File: config.mk
export PLATFORM = sky130hd
export DESIGN_NAME = sii_top
export DESIGN_NICKNAME = d
export VERILOG_FILES = /design/src/sii_pkg.sv /design/src/sii_prio_if.sv /design/src/sii_prio.sv /design/src/sii_top.sv
export SDC_FILE = /design/constraint.sdc
export NUM_CORES = 1
export LEC_CHECK = 0
export BUFFER_PORTS_ARGS = -buffer_cell sky130_fd_sc_hd__clkbuf_2
export CORE_MARGIN = 3
export CORE_UTILIZATION = 40
export CTS_BUF_LIST = sky130_fd_sc_hd__clkbuf_4 sky130_fd_sc_hd__clkbuf_8
export CTS_CLUSTER_DIAMETER = 60
export CTS_CLUSTER_SIZE = 24
export DETAILED_ROUTE_END_ITERATION = 8
export SLEW_MARGIN = 15
export SYNTH_ARGS = -nofsm -noshare
export SYNTH_HDL_FRONTEND = slang
export SYNTH_SLANG_ARGS = --single-unit
File: constraint.sdc
create_clock -name REF_CLK_IN -period 2.9 [get_ports REF_CLK_IN]
set_clock_uncertainty 0.2 [all_clocks]
set_input_delay 0.29 -clock REF_CLK_IN [delete_from_list [all_inputs] [get_ports REF_CLK_IN]]
set_output_delay 0.29 -clock REF_CLK_IN [all_outputs]
set_load 0.05 [all_outputs]
File: src/sii_pkg.sv
// Package of constants for the serial I/O interrupt interface
package sii_pkg;
    localparam int SII_NUM_INT = 15;
    localparam int SII_NUM_INT_ONLY = 6;
    localparam int SII_NUM_PROG = 9;
    localparam int SII_NUM_FIXED = 7;
    localparam int SII_CODE_W = 4;
    localparam int SII_SEL_W = 5;
    // Serial bit map
    localparam logic [4:0] SII_BIT_TIMER = 5'h00;
    localparam logic [4:0] SII_BIT_MASK_LO = 5'h01;
    localparam logic [4:0] SII_BIT_FIXED_LO = 5'h10;
    localparam logic [4:0] SII_BIT_PROG_LO = 5'h17;
    // Interrupt input that the interval timer shares
    localparam int SII_TIMER_INT = 2;
    localparam logic [3:0] SII_CODE_NONE = 4'h0;
    // Interval timer period
    localparam int SII_CLK_PERIOD_NS = 10;
    localparam int SII_TIMER_PERIOD_NS = 1000;
    localparam int SII_TIMER_CYCLES = SII_TIMER_PERIOD_NS / SII_CLK_PERIOD_NS;
    localparam logic [7:0] SII_TIMER_LOAD = 8'(SII_TIMER_CYCLES - 1);
    // Avalon register byte offsets
    localparam logic [3:0] SII_REG_IRQ_STATUS = 4'h0;
    localparam logic [3:0] SII_REG_IRQ_MASK = 4'h4;
    localparam logic [3:0] SII_REG_STATE = 4'h8;
    // Event bits of the status and mask registers
    localparam int SII_EV_W = 3;
    localparam int SII_EV_WRITE = 0;
    localparam int SII_EV_REQ = 1;
    localparam int SII_EV_TIMER = 2;
    // Field positions in the state register
    localparam int SII_ST_CODE_LO = 16;
    localparam int SII_ST_REQ = 20;
    localparam int SII_ST_TIMER = 24;
    localparam logic [14:0] SII_MASK_RESET = 15'h0000;
    localparam logic [8:0] SII_DIR_RESET = 9'h000;
endpackage

File: src/sii_prio_if.sv
// Interface between the register logic and the prioritizer
`timescale 1ns/1ps
interface sii_prio_if;
    import sii_pkg::*;
    logic [SII_NUM_INT-1:0] masked;
    logic clear;
    logic [SII_CODE_W-1:0] code;
    logic request;
    modport ctl (output masked, output clear, input code, input request);
    modport prio (input masked, input clear, output code, output request);
endinterface

File: src/sii_prio.sv
// Prioritizer and encoder for the fifteen masked interrupt inputs
`timescale 1ns/1ps
module sii_prio
    import sii_pkg::*;
(
    input wire logic clk,
    input wire logic rst_n,
    sii_prio_if.prio pif
);
    // Lowest input index wins; code is index plus one, zero means none
    function automatic logic [SII_CODE_W-1:0] encode(input logic [SII_NUM_INT-1:0] v);
        logic [SII_CODE_W-1:0] c;
        c = SII_CODE_NONE;
        for (int i = SII_NUM_INT - 1; i >= 0; i--) begin
            if (v[i]) begin
                c = SII_CODE_W'(i + 1);
            end
        end
        return c;
    endfunction

    logic [SII_CODE_W-1:0] code_r;
    logic req_r;
    wire [SII_CODE_W-1:0] code_nxt = pif.clear ? SII_CODE_NONE : encode(pif.masked);
    wire req_nxt = !pif.clear && (|pif.masked);

    always_ff @(posedge clk or negedge rst_n) begin
        if (!rst_n) begin
            code_r <= SII_CODE_NONE;
            req_r <= 1'b0;
        end else begin
            code_r <= code_nxt;
            req_r <= req_nxt;
        end
    end

    assign pif.code = code_r;
    assign pif.request = req_r;

    property p_top_wins;
        @(posedge clk) disable iff (!rst_n)
        (pif.masked[0] && !pif.clear) |=> (code_r == 4'h1);
    endproperty
    a_top_wins: assert property (p_top_wins) else $error("Input 0 did not win");
    property p_idle;
        @(posedge clk) disable iff (!rst_n)
        (pif.masked == '0) |=> (!req_r && code_r == SII_CODE_NONE);
    endproperty
    a_idle: assert property (p_idle) else $error("Request without pending input");
endmodule

File: src/sii_top.sv
// Serial I/O interrupt interface with Avalon-MM control registers
//
// How it works
// - six interrupt, nine programmable, seven output lines
// - fifteen inputs pass mask to prioritizer
// - highest priority active input encoded to four bits
// - request raised while enabled interrupt pends
// - sixteen I/O lines driven from serial logic
// - unused interrupt inputs readable as data
// - five select lines choose accessed bit
// - read line carries the selected bit
// - write line stored on strobe into bit
// - power-up reset clears mask, code, directions
// - read data passes only under chip enable
// - timer interrupts only while its clock runs, or from an expiry in the cycle that stops it
//
// The Avalon-MM slave port and the register addresses are this design's own decisions.
`timescale 1ns/1ps
module sii_top
    import sii_pkg::*;
(
    // Clock and reset
    input wire logic REF_CLK_IN,
    input wire logic RSTN_IN,
    // Avalon-MM slave
    input wire logic [3:0] AVS_ADDRESS_IN,
    input wire logic AVS_READ_IN,
    input wire logic AVS_WRITE_IN,
    input wire logic [31:0] AVS_WRITEDATA_IN,
    input wire logic [3:0] AVS_BYTEENABLE_IN,
    output logic [31:0] AVS_READDATA_OUT,
    output logic AVS_WAITREQUEST_OUT,
    output logic IRQ_OUT,
    // Serial processor interface
    input wire logic [SII_SEL_W-1:0] BIT_SELECT_IN,
    input wire logic SERIAL_WRITE_LINE_IN,
    input wire logic SERIAL_WRITE_STROBE_IN,
    input wire logic CHIP_ENABLE_N_IN,
    input wire logic POWER_UP_RESET_N_IN,
    output logic SERIAL_READ_LINE_OUT,
    // Interrupt to processor
    output logic INTERRUPT_REQUEST_OUT,
    output logic [SII_CODE_W-1:0] INTERRUPT_CODE_OUT,
    // Line pins
    input wire logic [SII_NUM_INT_ONLY-1:0] INT_ONLY_IN,
    input wire logic [SII_NUM_PROG-1:0] PROG_IO_IN,
    output logic [SII_NUM_PROG-1:0] PROG_IO_OUT,
    output logic [SII_NUM_PROG-1:0] PROG_IO_OE_N_OUT,
    output logic [SII_NUM_FIXED-1:0] FIXED_IO_OUT
);
    localparam int PIN_W = SII_SEL_W + 4 + SII_NUM_INT_ONLY + SII_NUM_PROG;

    // Two-stage synchronisers for every pin input
    logic [PIN_W-1:0] pin_s1_r;
    logic [PIN_W-1:0] pin_s2_r;
    logic strobe_prev_r;
    wire [PIN_W-1:0] pin_raw = {BIT_SELECT_IN, SERIAL_WRITE_LINE_IN, SERIAL_WRITE_STROBE_IN,
                                CHIP_ENABLE_N_IN, POWER_UP_RESET_N_IN, INT_ONLY_IN, PROG_IO_IN};

    wire [SII_NUM_PROG-1:0] prog_in_s = pin_s2_r[SII_NUM_PROG-1:0];
    wire [SII_NUM_INT_ONLY-1:0] int_only_s = pin_s2_r[SII_NUM_PROG +: SII_NUM_INT_ONLY];
    wire pur_n_s = pin_s2_r[SII_NUM_PROG + SII_NUM_INT_ONLY];
    wire ce_s = !pin_s2_r[SII_NUM_PROG + SII_NUM_INT_ONLY + 1];
    wire strobe_s = pin_s2_r[SII_NUM_PROG + SII_NUM_INT_ONLY + 2];
    wire wline_s = pin_s2_r[SII_NUM_PROG + SII_NUM_INT_ONLY + 3];
    wire [SII_SEL_W-1:0] sel_s = pin_s2_r[PIN_W-1 -: SII_SEL_W];
    // Strobe edge taken from the single internal clock; strobes wider than two cycles
    wire ser_wr = strobe_s && !strobe_prev_r && ce_s;

    always_ff @(posedge REF_CLK_IN or negedge RSTN_IN) begin
        if (!RSTN_IN) begin
            pin_s1_r <= '0;
            pin_s2_r <= '0;
            strobe_prev_r <= 1'b0;
        end else begin
            pin_s1_r <= pin_raw;
            pin_s2_r <= pin_s1_r;
            strobe_prev_r <= strobe_s;
        end
    end

    // Command state
    logic [SII_NUM_INT-1:0] mask_r;
    // Kept inverted so the enable pins come straight from flops
    logic [SII_NUM_PROG-1:0] oe_n_r;
    logic [SII_NUM_PROG-1:0] prog_out_r;
    logic [SII_NUM_FIXED-1:0] fixed_r;
    logic timer_en_r;
    logic timer_pend_r;
    logic [7:0] timer_cnt_r;
    logic read_line_r;

    wire timer_hit = timer_en_r && (timer_cnt_r == 8'h00);
    wire [SII_NUM_INT-1:0] int_vec = {prog_in_s, int_only_s} |
                                    (SII_NUM_INT'(timer_pend_r) << SII_TIMER_INT);
    wire [SII_NUM_INT-1:0] masked = int_vec & mask_r;

    wire sel_timer = (sel_s == SII_BIT_TIMER);
    wire sel_mask = (sel_s >= SII_BIT_MASK_LO) && (sel_s < SII_BIT_FIXED_LO);
    wire sel_fixed = (sel_s >= SII_BIT_FIXED_LO) && (sel_s < SII_BIT_PROG_LO);
    wire [3:0] mask_idx = 4'(sel_s - SII_BIT_MASK_LO);
    wire [2:0] fixed_idx = 3'(sel_s - SII_BIT_FIXED_LO);
    wire [3:0] prog_idx = 4'(sel_s - SII_BIT_PROG_LO);
    // Interrupt inputs read as plain data whatever the mask
    wire sel_bit = sel_timer ? timer_en_r :
                   sel_mask ? int_vec[mask_idx] :
                   sel_fixed ? fixed_r[fixed_idx] :
                   prog_in_s[prog_idx];

    always_ff @(posedge REF_CLK_IN or negedge RSTN_IN) begin
        if (!RSTN_IN) begin
            mask_r <= SII_MASK_RESET;
            oe_n_r <= ~SII_DIR_RESET;
            prog_out_r <= '0;
            fixed_r <= '0;
            timer_en_r <= 1'b0;
        end else if (!pur_n_s) begin
            mask_r <= SII_MASK_RESET;
            oe_n_r <= ~SII_DIR_RESET;
            timer_en_r <= 1'b0;
        end else if (ser_wr) begin
            if (sel_timer) begin
                timer_en_r <= wline_s;
            end else if (sel_mask) begin
                mask_r[mask_idx] <= wline_s;
            end else if (sel_fixed) begin
                fixed_r[fixed_idx] <= wline_s;
            end else begin
                prog_out_r[prog_idx] <= wline_s;
                oe_n_r[prog_idx] <= 1'b0;
            end
        end
    end

    // Interval timer; pending is cleared by a write to the timer bit, except in a cycle where the timer expires
    always_ff @(posedge REF_CLK_IN or negedge RSTN_IN) begin
        if (!RSTN_IN) begin
            timer_cnt_r <= SII_TIMER_LOAD;
            timer_pend_r <= 1'b0;
        end else begin
            timer_cnt_r <= (!timer_en_r || timer_hit) ? SII_TIMER_LOAD : timer_cnt_r - 8'h01;
            if (timer_hit) begin
                timer_pend_r <= 1'b1;
            end else if ((ser_wr && sel_timer) || !pur_n_s) begin
                timer_pend_r <= 1'b0;
            end
        end
    end

    always_ff @(posedge REF_CLK_IN or negedge RSTN_IN) begin
        if (!RSTN_IN) begin
            read_line_r <= 1'b0;
        end else begin
            read_line_r <= ce_s && sel_bit;
        end
    end

    sii_prio_if pif ();
    assign pif.masked = masked;
    assign pif.clear = !pur_n_s;
    sii_prio u_prio (
        .clk(REF_CLK_IN),
        .rst_n(RSTN_IN),
        .pif(pif.prio)
    );

    // Avalon-MM slave: one wait state, then the access completes
    logic waitreq_r;
    logic [31:0] rdata_r;
    logic [SII_EV_W-1:0] ev_status_r;
    logic [SII_EV_W-1:0] ev_mask_r;
    logic irq_r;
    logic req_prev_r;

    wire av_req = AVS_READ_IN || AVS_WRITE_IN;
    wire av_wr = AVS_WRITE_IN && !waitreq_r && AVS_BYTEENABLE_IN[0];
    wire wr_status = av_wr && (AVS_ADDRESS_IN == SII_REG_IRQ_STATUS);
    wire wr_mask = av_wr && (AVS_ADDRESS_IN == SII_REG_IRQ_MASK);
    wire [31:0] state_word = (32'(timer_en_r) << SII_ST_TIMER) |
                             (32'(pif.request) << SII_ST_REQ) |
                             (32'(pif.code) << SII_ST_CODE_LO) | 32'(mask_r);
    logic [31:0] rd_mux;
    always_comb begin
        if (AVS_ADDRESS_IN == SII_REG_IRQ_STATUS) begin
            rd_mux = 32'(ev_status_r);
        end else if (AVS_ADDRESS_IN == SII_REG_IRQ_MASK) begin
            rd_mux = 32'(ev_mask_r);
        end else if (AVS_ADDRESS_IN == SII_REG_STATE) begin
            rd_mux = state_word;
        end else begin
            rd_mux = 32'h0000_0000;
        end
    end

    wire [SII_EV_W-1:0] ev_now;
    assign ev_now[SII_EV_WRITE] = ser_wr;
    assign ev_now[SII_EV_REQ] = pif.request && !req_prev_r;
    assign ev_now[SII_EV_TIMER] = timer_hit;
    // A new event outranks a clear in the same cycle
    wire [SII_EV_W-1:0] clr_bits = wr_status ? AVS_WRITEDATA_IN[SII_EV_W-1:0] : '0;
    wire [SII_EV_W-1:0] ev_status_nxt = (ev_status_r & ~clr_bits) | ev_now;

    always_ff @(posedge REF_CLK_IN or negedge RSTN_IN) begin
        if (!RSTN_IN) begin
            waitreq_r <= 1'b1;
            rdata_r <= 32'h0000_0000;
            ev_status_r <= '0;
            ev_mask_r <= '0;
            irq_r <= 1'b0;
            req_prev_r <= 1'b0;
        end else begin
            waitreq_r <= !(av_req && waitreq_r);
            if (AVS_READ_IN && waitreq_r) begin
                rdata_r <= rd_mux;
            end
            if (wr_mask) begin
                ev_mask_r <= AVS_WRITEDATA_IN[SII_EV_W-1:0];
            end
            ev_status_r <= ev_status_nxt;
            irq_r <= |(ev_status_nxt & (wr_mask ? AVS_WRITEDATA_IN[SII_EV_W-1:0] : ev_mask_r));
            req_prev_r <= pif.request;
        end
    end

    assign AVS_READDATA_OUT = rdata_r;
    assign AVS_WAITREQUEST_OUT = waitreq_r;
    assign IRQ_OUT = irq_r;
    assign SERIAL_READ_LINE_OUT = read_line_r;
    assign INTERRUPT_REQUEST_OUT = pif.request;
    assign INTERRUPT_CODE_OUT = pif.code;
    assign PROG_IO_OUT = prog_out_r;
    assign PROG_IO_OE_N_OUT = oe_n_r;
    assign FIXED_IO_OUT = fixed_r;

    // Checks
    property p_ce_gate;
        @(posedge REF_CLK_IN) disable iff (!RSTN_IN)
        !ce_s |=> !SERIAL_READ_LINE_OUT;
    endproperty
    a_ce_gate: assert property (p_ce_gate) else $error("Read line active without enable");
    property p_read_bit;
        @(posedge REF_CLK_IN) disable iff (!RSTN_IN)
        ce_s |=> (SERIAL_READ_LINE_OUT == $past(sel_bit));
    endproperty
    a_read_bit: assert property (p_read_bit) else $error("Read line not the selected bit");
    property p_mask_write;
        @(posedge REF_CLK_IN) disable iff (!RSTN_IN)
        (ser_wr && sel_mask && pur_n_s) |=> (mask_r[$past(mask_idx)] == $past(wline_s));
    endproperty
    a_mask_write: assert property (p_mask_write) else $error("Mask bit not written");
    property p_pur_clear;
        @(posedge REF_CLK_IN) disable iff (!RSTN_IN)
        !pur_n_s |=> (mask_r == '0 && PROG_IO_OE_N_OUT == '1) ##1 (INTERRUPT_CODE_OUT == 4'h0);
    endproperty
    a_pur_clear: assert property (p_pur_clear) else $error("Power-up reset incomplete");
    property p_masked_off;
        @(posedge REF_CLK_IN) disable iff (!RSTN_IN)
        (mask_r == '0) |=> !INTERRUPT_REQUEST_OUT;
    endproperty
    a_masked_off: assert property (p_masked_off) else $error("Request with all inputs masked");
    property p_timer_off;
        @(posedge REF_CLK_IN) disable iff (!RSTN_IN)
        (!timer_en_r && !timer_pend_r) |=> !timer_pend_r;
    endproperty
    a_timer_off: assert property (p_timer_off) else $error("Timer fired while disabled");
    property p_req_follows;
        @(posedge REF_CLK_IN) disable iff (!RSTN_IN)
        (masked != '0 && pur_n_s) |=> INTERRUPT_REQUEST_OUT;
    endproperty
    a_req_follows: assert property (p_req_follows) else $error("Pending input gave no request");
    property p_prog_out;
        @(posedge REF_CLK_IN) disable iff (!RSTN_IN)
        (ser_wr && !sel_timer && !sel_mask && !sel_fixed && pur_n_s)
            |=> (PROG_IO_OE_N_OUT[$past(prog_idx)] == 1'b0);
    endproperty
    a_prog_out: assert property (p_prog_out) else $error("Written line not driven");
    property p_wait_one;
        @(posedge REF_CLK_IN) disable iff (!RSTN_IN)
        (av_req && waitreq_r) |=> !AVS_WAITREQUEST_OUT ##1 AVS_WAITREQUEST_OUT;
    endproperty
    a_wait_one: assert property (p_wait_one) else $error("Bus answer not after one wait");
    property p_pur_code;
        @(posedge REF_CLK_IN) disable iff (!RSTN_IN)
        !pur_n_s |=> (INTERRUPT_CODE_OUT == SII_CODE_NONE && !INTERRUPT_REQUEST_OUT);
    endproperty
    a_pur_code: assert property (p_pur_code) else $error("Code kept through power-up reset");
    // The line lags status and mask by nothing once both are registered
    property p_irq_level;
        @(posedge REF_CLK_IN) disable iff (!RSTN_IN)
        IRQ_OUT == (|(ev_status_r & ev_mask_r));
    endproperty
    a_irq_level: assert property (p_irq_level) else $error("Interrupt line not status and mask");
    property p_wr_gated;
        @(posedge REF_CLK_IN) disable iff (!RSTN_IN)
        !ce_s |=> ($stable(fixed_r) && $stable(prog_out_r));
    endproperty
    a_wr_gated: assert property (p_wr_gated) else $error("Serial write taken while disabled");
    // Expiry must win over a clear in the same cycle
    property p_timer_pend;
        @(posedge REF_CLK_IN) disable iff (!RSTN_IN)
        timer_hit |=> timer_pend_r;
    endproperty
    a_timer_pend: assert property (p_timer_pend) else $error("Timer expiry lost");
    c_serial_write: cover property (@(posedge REF_CLK_IN) ser_wr && sel_mask);
    c_request: cover property (@(posedge REF_CLK_IN) INTERRUPT_REQUEST_OUT);
    c_timer: cover property (@(posedge REF_CLK_IN) timer_hit);
    c_irq: cover property (@(posedge REF_CLK_IN) IRQ_OUT);
endmodule

# Word-level counts from Yosys, hierarchy flattened
# Cells that the tools add are included.
# totals
ff_bits	146
latchBits	0
ram_bits	0
rom_bits	0
input_bits	68
out_inout_bits	65
mem_count	0
# classes
add_sub_neg	4
multipliers	0
div_mod_pow	0
magnitude_cmp	10
n_eq_ne	8
n_shift	0
n_mux	54
bitwise	14
reduce_logical	39
# ops
op	count
32-bit two-way mux	3
4-bit two-way mux	16
15-bit two-way mux	4
9-bit two-way mux	5
25-bit by 15-bit OR with 25-bit output	1
25-bit by 20-bit OR with 25-bit output	1
25-bit by 21-bit OR with 25-bit output	1
1-bit logical AND	18
15-bit bitwise AND	1
15-bit bitwise mux	1
15-bit by 3-bit OR with 15-bit output	1
15-bit OR reduction	1
1-bit two-way mux	14
4-bit by 5-bit less-than comparator with 1-bit output, second input constant	2
5-bit less-than comparator, second input constant	2
5-bit AND reduction	2
9-bit bitwise AND	1
9-bit bitwise mux	1
9-bit NOT	1
1-bit binary-select mux with 4-bit select	2
1-bit demux with 4-bit select	2
4-bit by 1-bit >= comparator with 1-bit output, second input constant	2
8-bit zero test	1
8-bit two-way mux	1
29 further kinds	45

# Logic depth before layout (Yosys ltp)
# logic_depth
ltp_word	18
depth_mapped	10

# Hierarchy
# A second synthesis with hierarchy kept.
# unflattened
cells_unflattened	516
hier_area_um2	5873.1
# by_module_without_submodules
module	instances	cells_per_inst	area_per_inst_um2
sii_top	1	477	5567.8
sii_prio	1	39	305.3

# Least setup slack after synthesis
# OpenSTA, ideal clock, no wires.
# synth_path
path_type	register to register
startpoint	register pin_s2_r[19]
endpoint	register mask_r[3]
setup_ps	132
arrival_ps	2221
slack_ps	347
path_stages_with_launch	9
n_path_buf	1
period_less_slack_ps	2553
cell_sequence	dfrtp_1 buf_4 inv_1 ha_1 nor4b_2 a2111oi_4 nor3b_2 mux2i_1 nor2_1
# synth_between
elab_chain_len	10
word_cells_on_any_way	18
cone_classes	add/sub (1); order compare (4); eq/ne (2); mux (7); reduce/logical (4)
# synth_lines
element	line_no	text
start, declared	sii_top.sv:55	logic [PIN_W-1:0] pin_s2_r;
start signal, assigned	sii_top.sv:77	pin_s2_r <= pin_s1_r;
4-bit by 1-bit subtractor with 4-bit output	sii_top.sv:101	wire [3:0] mask_idx = 4'(sel_s - SII_BIT_MASK_LO);
4-bit by 5-bit less-than comparator with 1-bit output (not written as such) / 4-bit by 1-bit >= comparator with 1-bit output (equally long branches)	sii_top.sv:125	mask_r[mask_idx] <= wline_s;
1-bit logical AND (not written as such)	sii_top.sv:125	
1-bit two-way mux (not written as such)	sii_top.sv:125	
1-bit demux with 4-bit select	sii_top.sv:125	
15-bit bitwise mux	sii_top.sv:125	
15-bit two-way mux	sii_top.sv:124	end else if (sel_mask) begin
15-bit two-way mux	sii_top.sv:122	if (sel_timer) begin
15-bit two-way mux	sii_top.sv:121	end else if (ser_wr) begin
15-bit two-way mux	sii_top.sv:117	end else if (!pur_n_s) begin
end signal, assigned by index	sii_top.sv:125	
end, declared	sii_top.sv:83	logic [SII_NUM_INT-1:0] mask_r;
# Several ways; a longest one is shown, not always the timed one. The select of a mux whose other input is x is not followed.
# A chain may end at the register's enable or synchronous reset.

# Worst setup path after layout
# layout_path
startpoint	register pin_s2_r[19]
endpoint	register mask_r[6]
# Same word-level chain as after synthesis.

==> flow_summary_export.csv <==
group,metric,value,unit
floorplan,num_rows,43,
drt,vias,4283,
drt,wl_met3,809,um
finish,final_common_cell,"dfrtp_1",
synth,synth-main-ff-cell,"dfrtp_1",
timing,max_freq,389,MHz
placement,placed_cell_area,6390,um2
drt,dr.pass1.iters,5,
setup_path,max_stage_delay,600,ps
cts,cts_buffer_depth,2,
finish,finalInstanceArea,7210,um2
timing,hold_viol_final,0,
setup_path,rr_worst_depth,7,
placement,dp_hpwl,9240,um
hold_path,hold_class,"in2reg",
grt,grt_pass1_wl,21700,um
setup_path,worstReg2RegEnd,"mask_r[6]",
timing,rsz0062_at_grt,"false",
floorplan,die_y,126,um
cts,htreeDepth,4,
grt,track_usage,0.172,
cts,cts.clk_slew.worst_paths,70,ps
power,p_leak,3.34,nW
drt,highest_layer,"met4",
finish,n_antenna_cell,0,
drt,wl,12900,um
grt,grt_antenna_before_repair,0,
synth,synth_cell_types,62,
drt,dr.first_iter.drc_count,295,
floorplan,design.core.area,14000,um2
synth,synth_seq_cells,135,
finish,fin_nets,704,
synth,async_flop_share,1.00,
hold_path,holdPathEnd,"ev_status_r[0]",
synth,seq_area_frac_synth,0.591,
setup_path,rrSetupSlack,330,ps
setup_path,path_class,"reg2reg",
hold_path,hp-start,"AVS_ADDRESS_IN[1]",
finish,final_cell_mix,"121 x dfrtp_1, 88 x clkbuf_2, 62 x nand2_1",
setup_path,setup.worst_path.end_class,"flop",
grt,first_global_vias,4317,
setup_path,crit_fanout,10,
drt,met1Wirelength,5680,um
synth,avgSynthCellArea,11.6,um2
run,drv_cap,0,
setup_path,path_cells,"inv_1 > ha_1 > nor4b_2 > a2111oi_4 > nand2_1 > o21ai_0 > a21oi_1",
floorplan,start_util,0.411,
floorplan,io-pin-count,133,
timing,finalSetupViolations,0,
status,run_status,"complete, no violations",
timing,period_minus_slack,2570,ps
setup_path,crit_required,3020,ps
cts,cts_tree,"built",
setup_path,cp_data_arrival_time,2700,ps
timing,slew_headroom,0.468,
drt,wl_per_cell,15.8,um
hold_path,whs_path_depth,4,
drt,ant_nets,0,
placement,gp_congestion,0.926,
timing,worst_slew_pin_slew,799,ps
synth,syn_area,5740,um2
placement,io_buffers,89,
floorplan,die_area,15800,um2
timing,slew_violations,0,
finish,layout-drive-gt1-share,0.286,
synth,ys_warn_count,0,
grt,grt_max_degree,59,
cts,clk_latency,450,ps
cts,cts_sinks,135,
synth,syn_inst,495,
timing,setup-tns-final,0,ps
setup_path,crit_slowest_cell,"a2111oi_4",
setup_path,start_kind,"flop",
drt,met2_length,6120,um
finish,syn2layout_area_growth,25.5,%
drt,viasPerCell,5.22,
timing,fin_crit_sh,0.887,
cts,cts_made_buffers,17,
power,ir_drop,0.000536,V
cts,cts_root_buf,"clkbuf_8",
cts,cts_resized,0,
setup_path,r2r-start,"pin_s2_r[19]",
drt,drc,0,
synth,synth_edf_count,0,
grt,grt.overflow.total,0,
power,powerDensity,601,nW/um2
floorplan,die_w,126,um
-- worst max path at each step --
stage                       from                    to  cells past startpoint
finish              pin_s2_r[19]             mask_r[6]                      7
global placement    pin_s2_r[19]            mask_r[14]                      8
floorplan           pin_s2_r[19]             mask_r[3]                      8
detailed placement  pin_s2_r[19]  SERIAL_READ_LINE_OUT                      7
global route        pin_s2_r[19]            mask_r[10]                      8
CTS                 pin_s2_r[19]  SERIAL_READ_LINE_OUT                      7
-- per-stage QoR --
step | hold WS (ps) | total power, W | cells | setup WS [ps] | utilization
2_1_floorplan | -206 | 0.00230 | 505 | 347 | -
3_3_place_gp | 69.9 | 0.00243 | 756 | 412 | 0.457
3_5_place_dp | 77.6 | 0.00244 | 756 | 321 | 0.457
4_1_cts | 9.30 | 0.00439 | 820 | 325 | 0.515
5_1_grt | 62.1 | 0.00451 | 820 | 177 | 0.515
6_report | 58.2 | 0.00433 | 820 | 328 | 0.515
-- cells in the mapped netlist (6+ instances only) --
cell | number | area, um2
a22o_1 | 21 | 184
buf_4 | 12 | 90.1
nand4_1 | 6 | 37.5
nor3_1 | 13 | 65.1
a21oi_1 | 23 | 115
clkbuf_1 | 10 | 37.5
buf_2 | 6 | 30.0
inv_1 | 9 | 33.8
nand3_1 | 13 | 65.1
ha_1 | 9 | 113
dfstp_2 | 14 | 368
mux2i_1 | 7 | 70.1
nand2_1 | 62 | 233
o21a_1 | 8 | 60.1
dfrtp_1 | 121 | 3030
mux2_2 | 19 | 214
o21ai_0 | 26 | 130
nor2_1 | 31 | 116
-- power breakdown --
group / switching (W) / internal [W]
sequential: 0.0000561 / 0.00195
combinational: 0.000274 / 0.000149
clock: 0.000719 / 0.00118
total: 0.00105 / 0.00328
-- cell families (layout without fill, tap and decap cells) --
group | after synthesis | in the layout | share of synthesized area
AO/OA/AOI/OAI | 106 | 106 | 0.128
XOR/XNOR | 8 | 8 | 0.0122
AND/OR/NAND/NOR | 165 | 165 | 0.143
flip-flops | 135 | 135 | 0.591
other | 1 | 11 | 0.000653
adder cells (fa/ha/maj) | 9 | 9 | 0.0196
buffers and inverters | 40 | 175 | 0.0362
multiplexers | 31 | 31 | 0.0690
-- timing repair --
item | CTS | global route
hold buffers | 32 | 0
hold endpoints to repair | 85 | 0
buffers inserted | 0 | 0
-- metal layers --
layer,up-vias,global-route usage
met2,154,0.264
met1,2098,0.227
li1,2003,-
met3,28,0.0505
met5,-,0
met4,0,0.0801
-- sequential cells by signal, indices dropped and copies added (netlist names), 3 cells and up --
register and count:
ev_mask_r 3, PROG_IO_OUT 9, ev_status_r 3, PROG_IO_OE_N_OUT 9, AVS_READDATA_OUT 21, pin_s1_r 24, u_prio.pif.code 4, pin_s2_r 24
timer_cnt_r 8, FIXED_IO_OUT 7, mask_r 15
-- worst max-delay path: cells and delay by family (launching register included) --
kind,cells,cell delay [ps]
AND/OR/NAND/NOR,2,480
flip-flops,1,360
AO/OA/AOI/OAI,3,950
buffers and inverters,1,170
adder cells (fa/ha/maj),1,300
-- area by class of cell --
cell class,count,area [um2]
Inverter,10,37.5
Clock buffer,21,277
Fill cell,1252,6780
Multi-Input combinational cell,330,2180
Tap cell,180,225
Clock inverter,11,219
Sequential cell,135,3400
Timing Repair Buffer,133,875
Note: power is estimated with default switching activity, not from simulation.
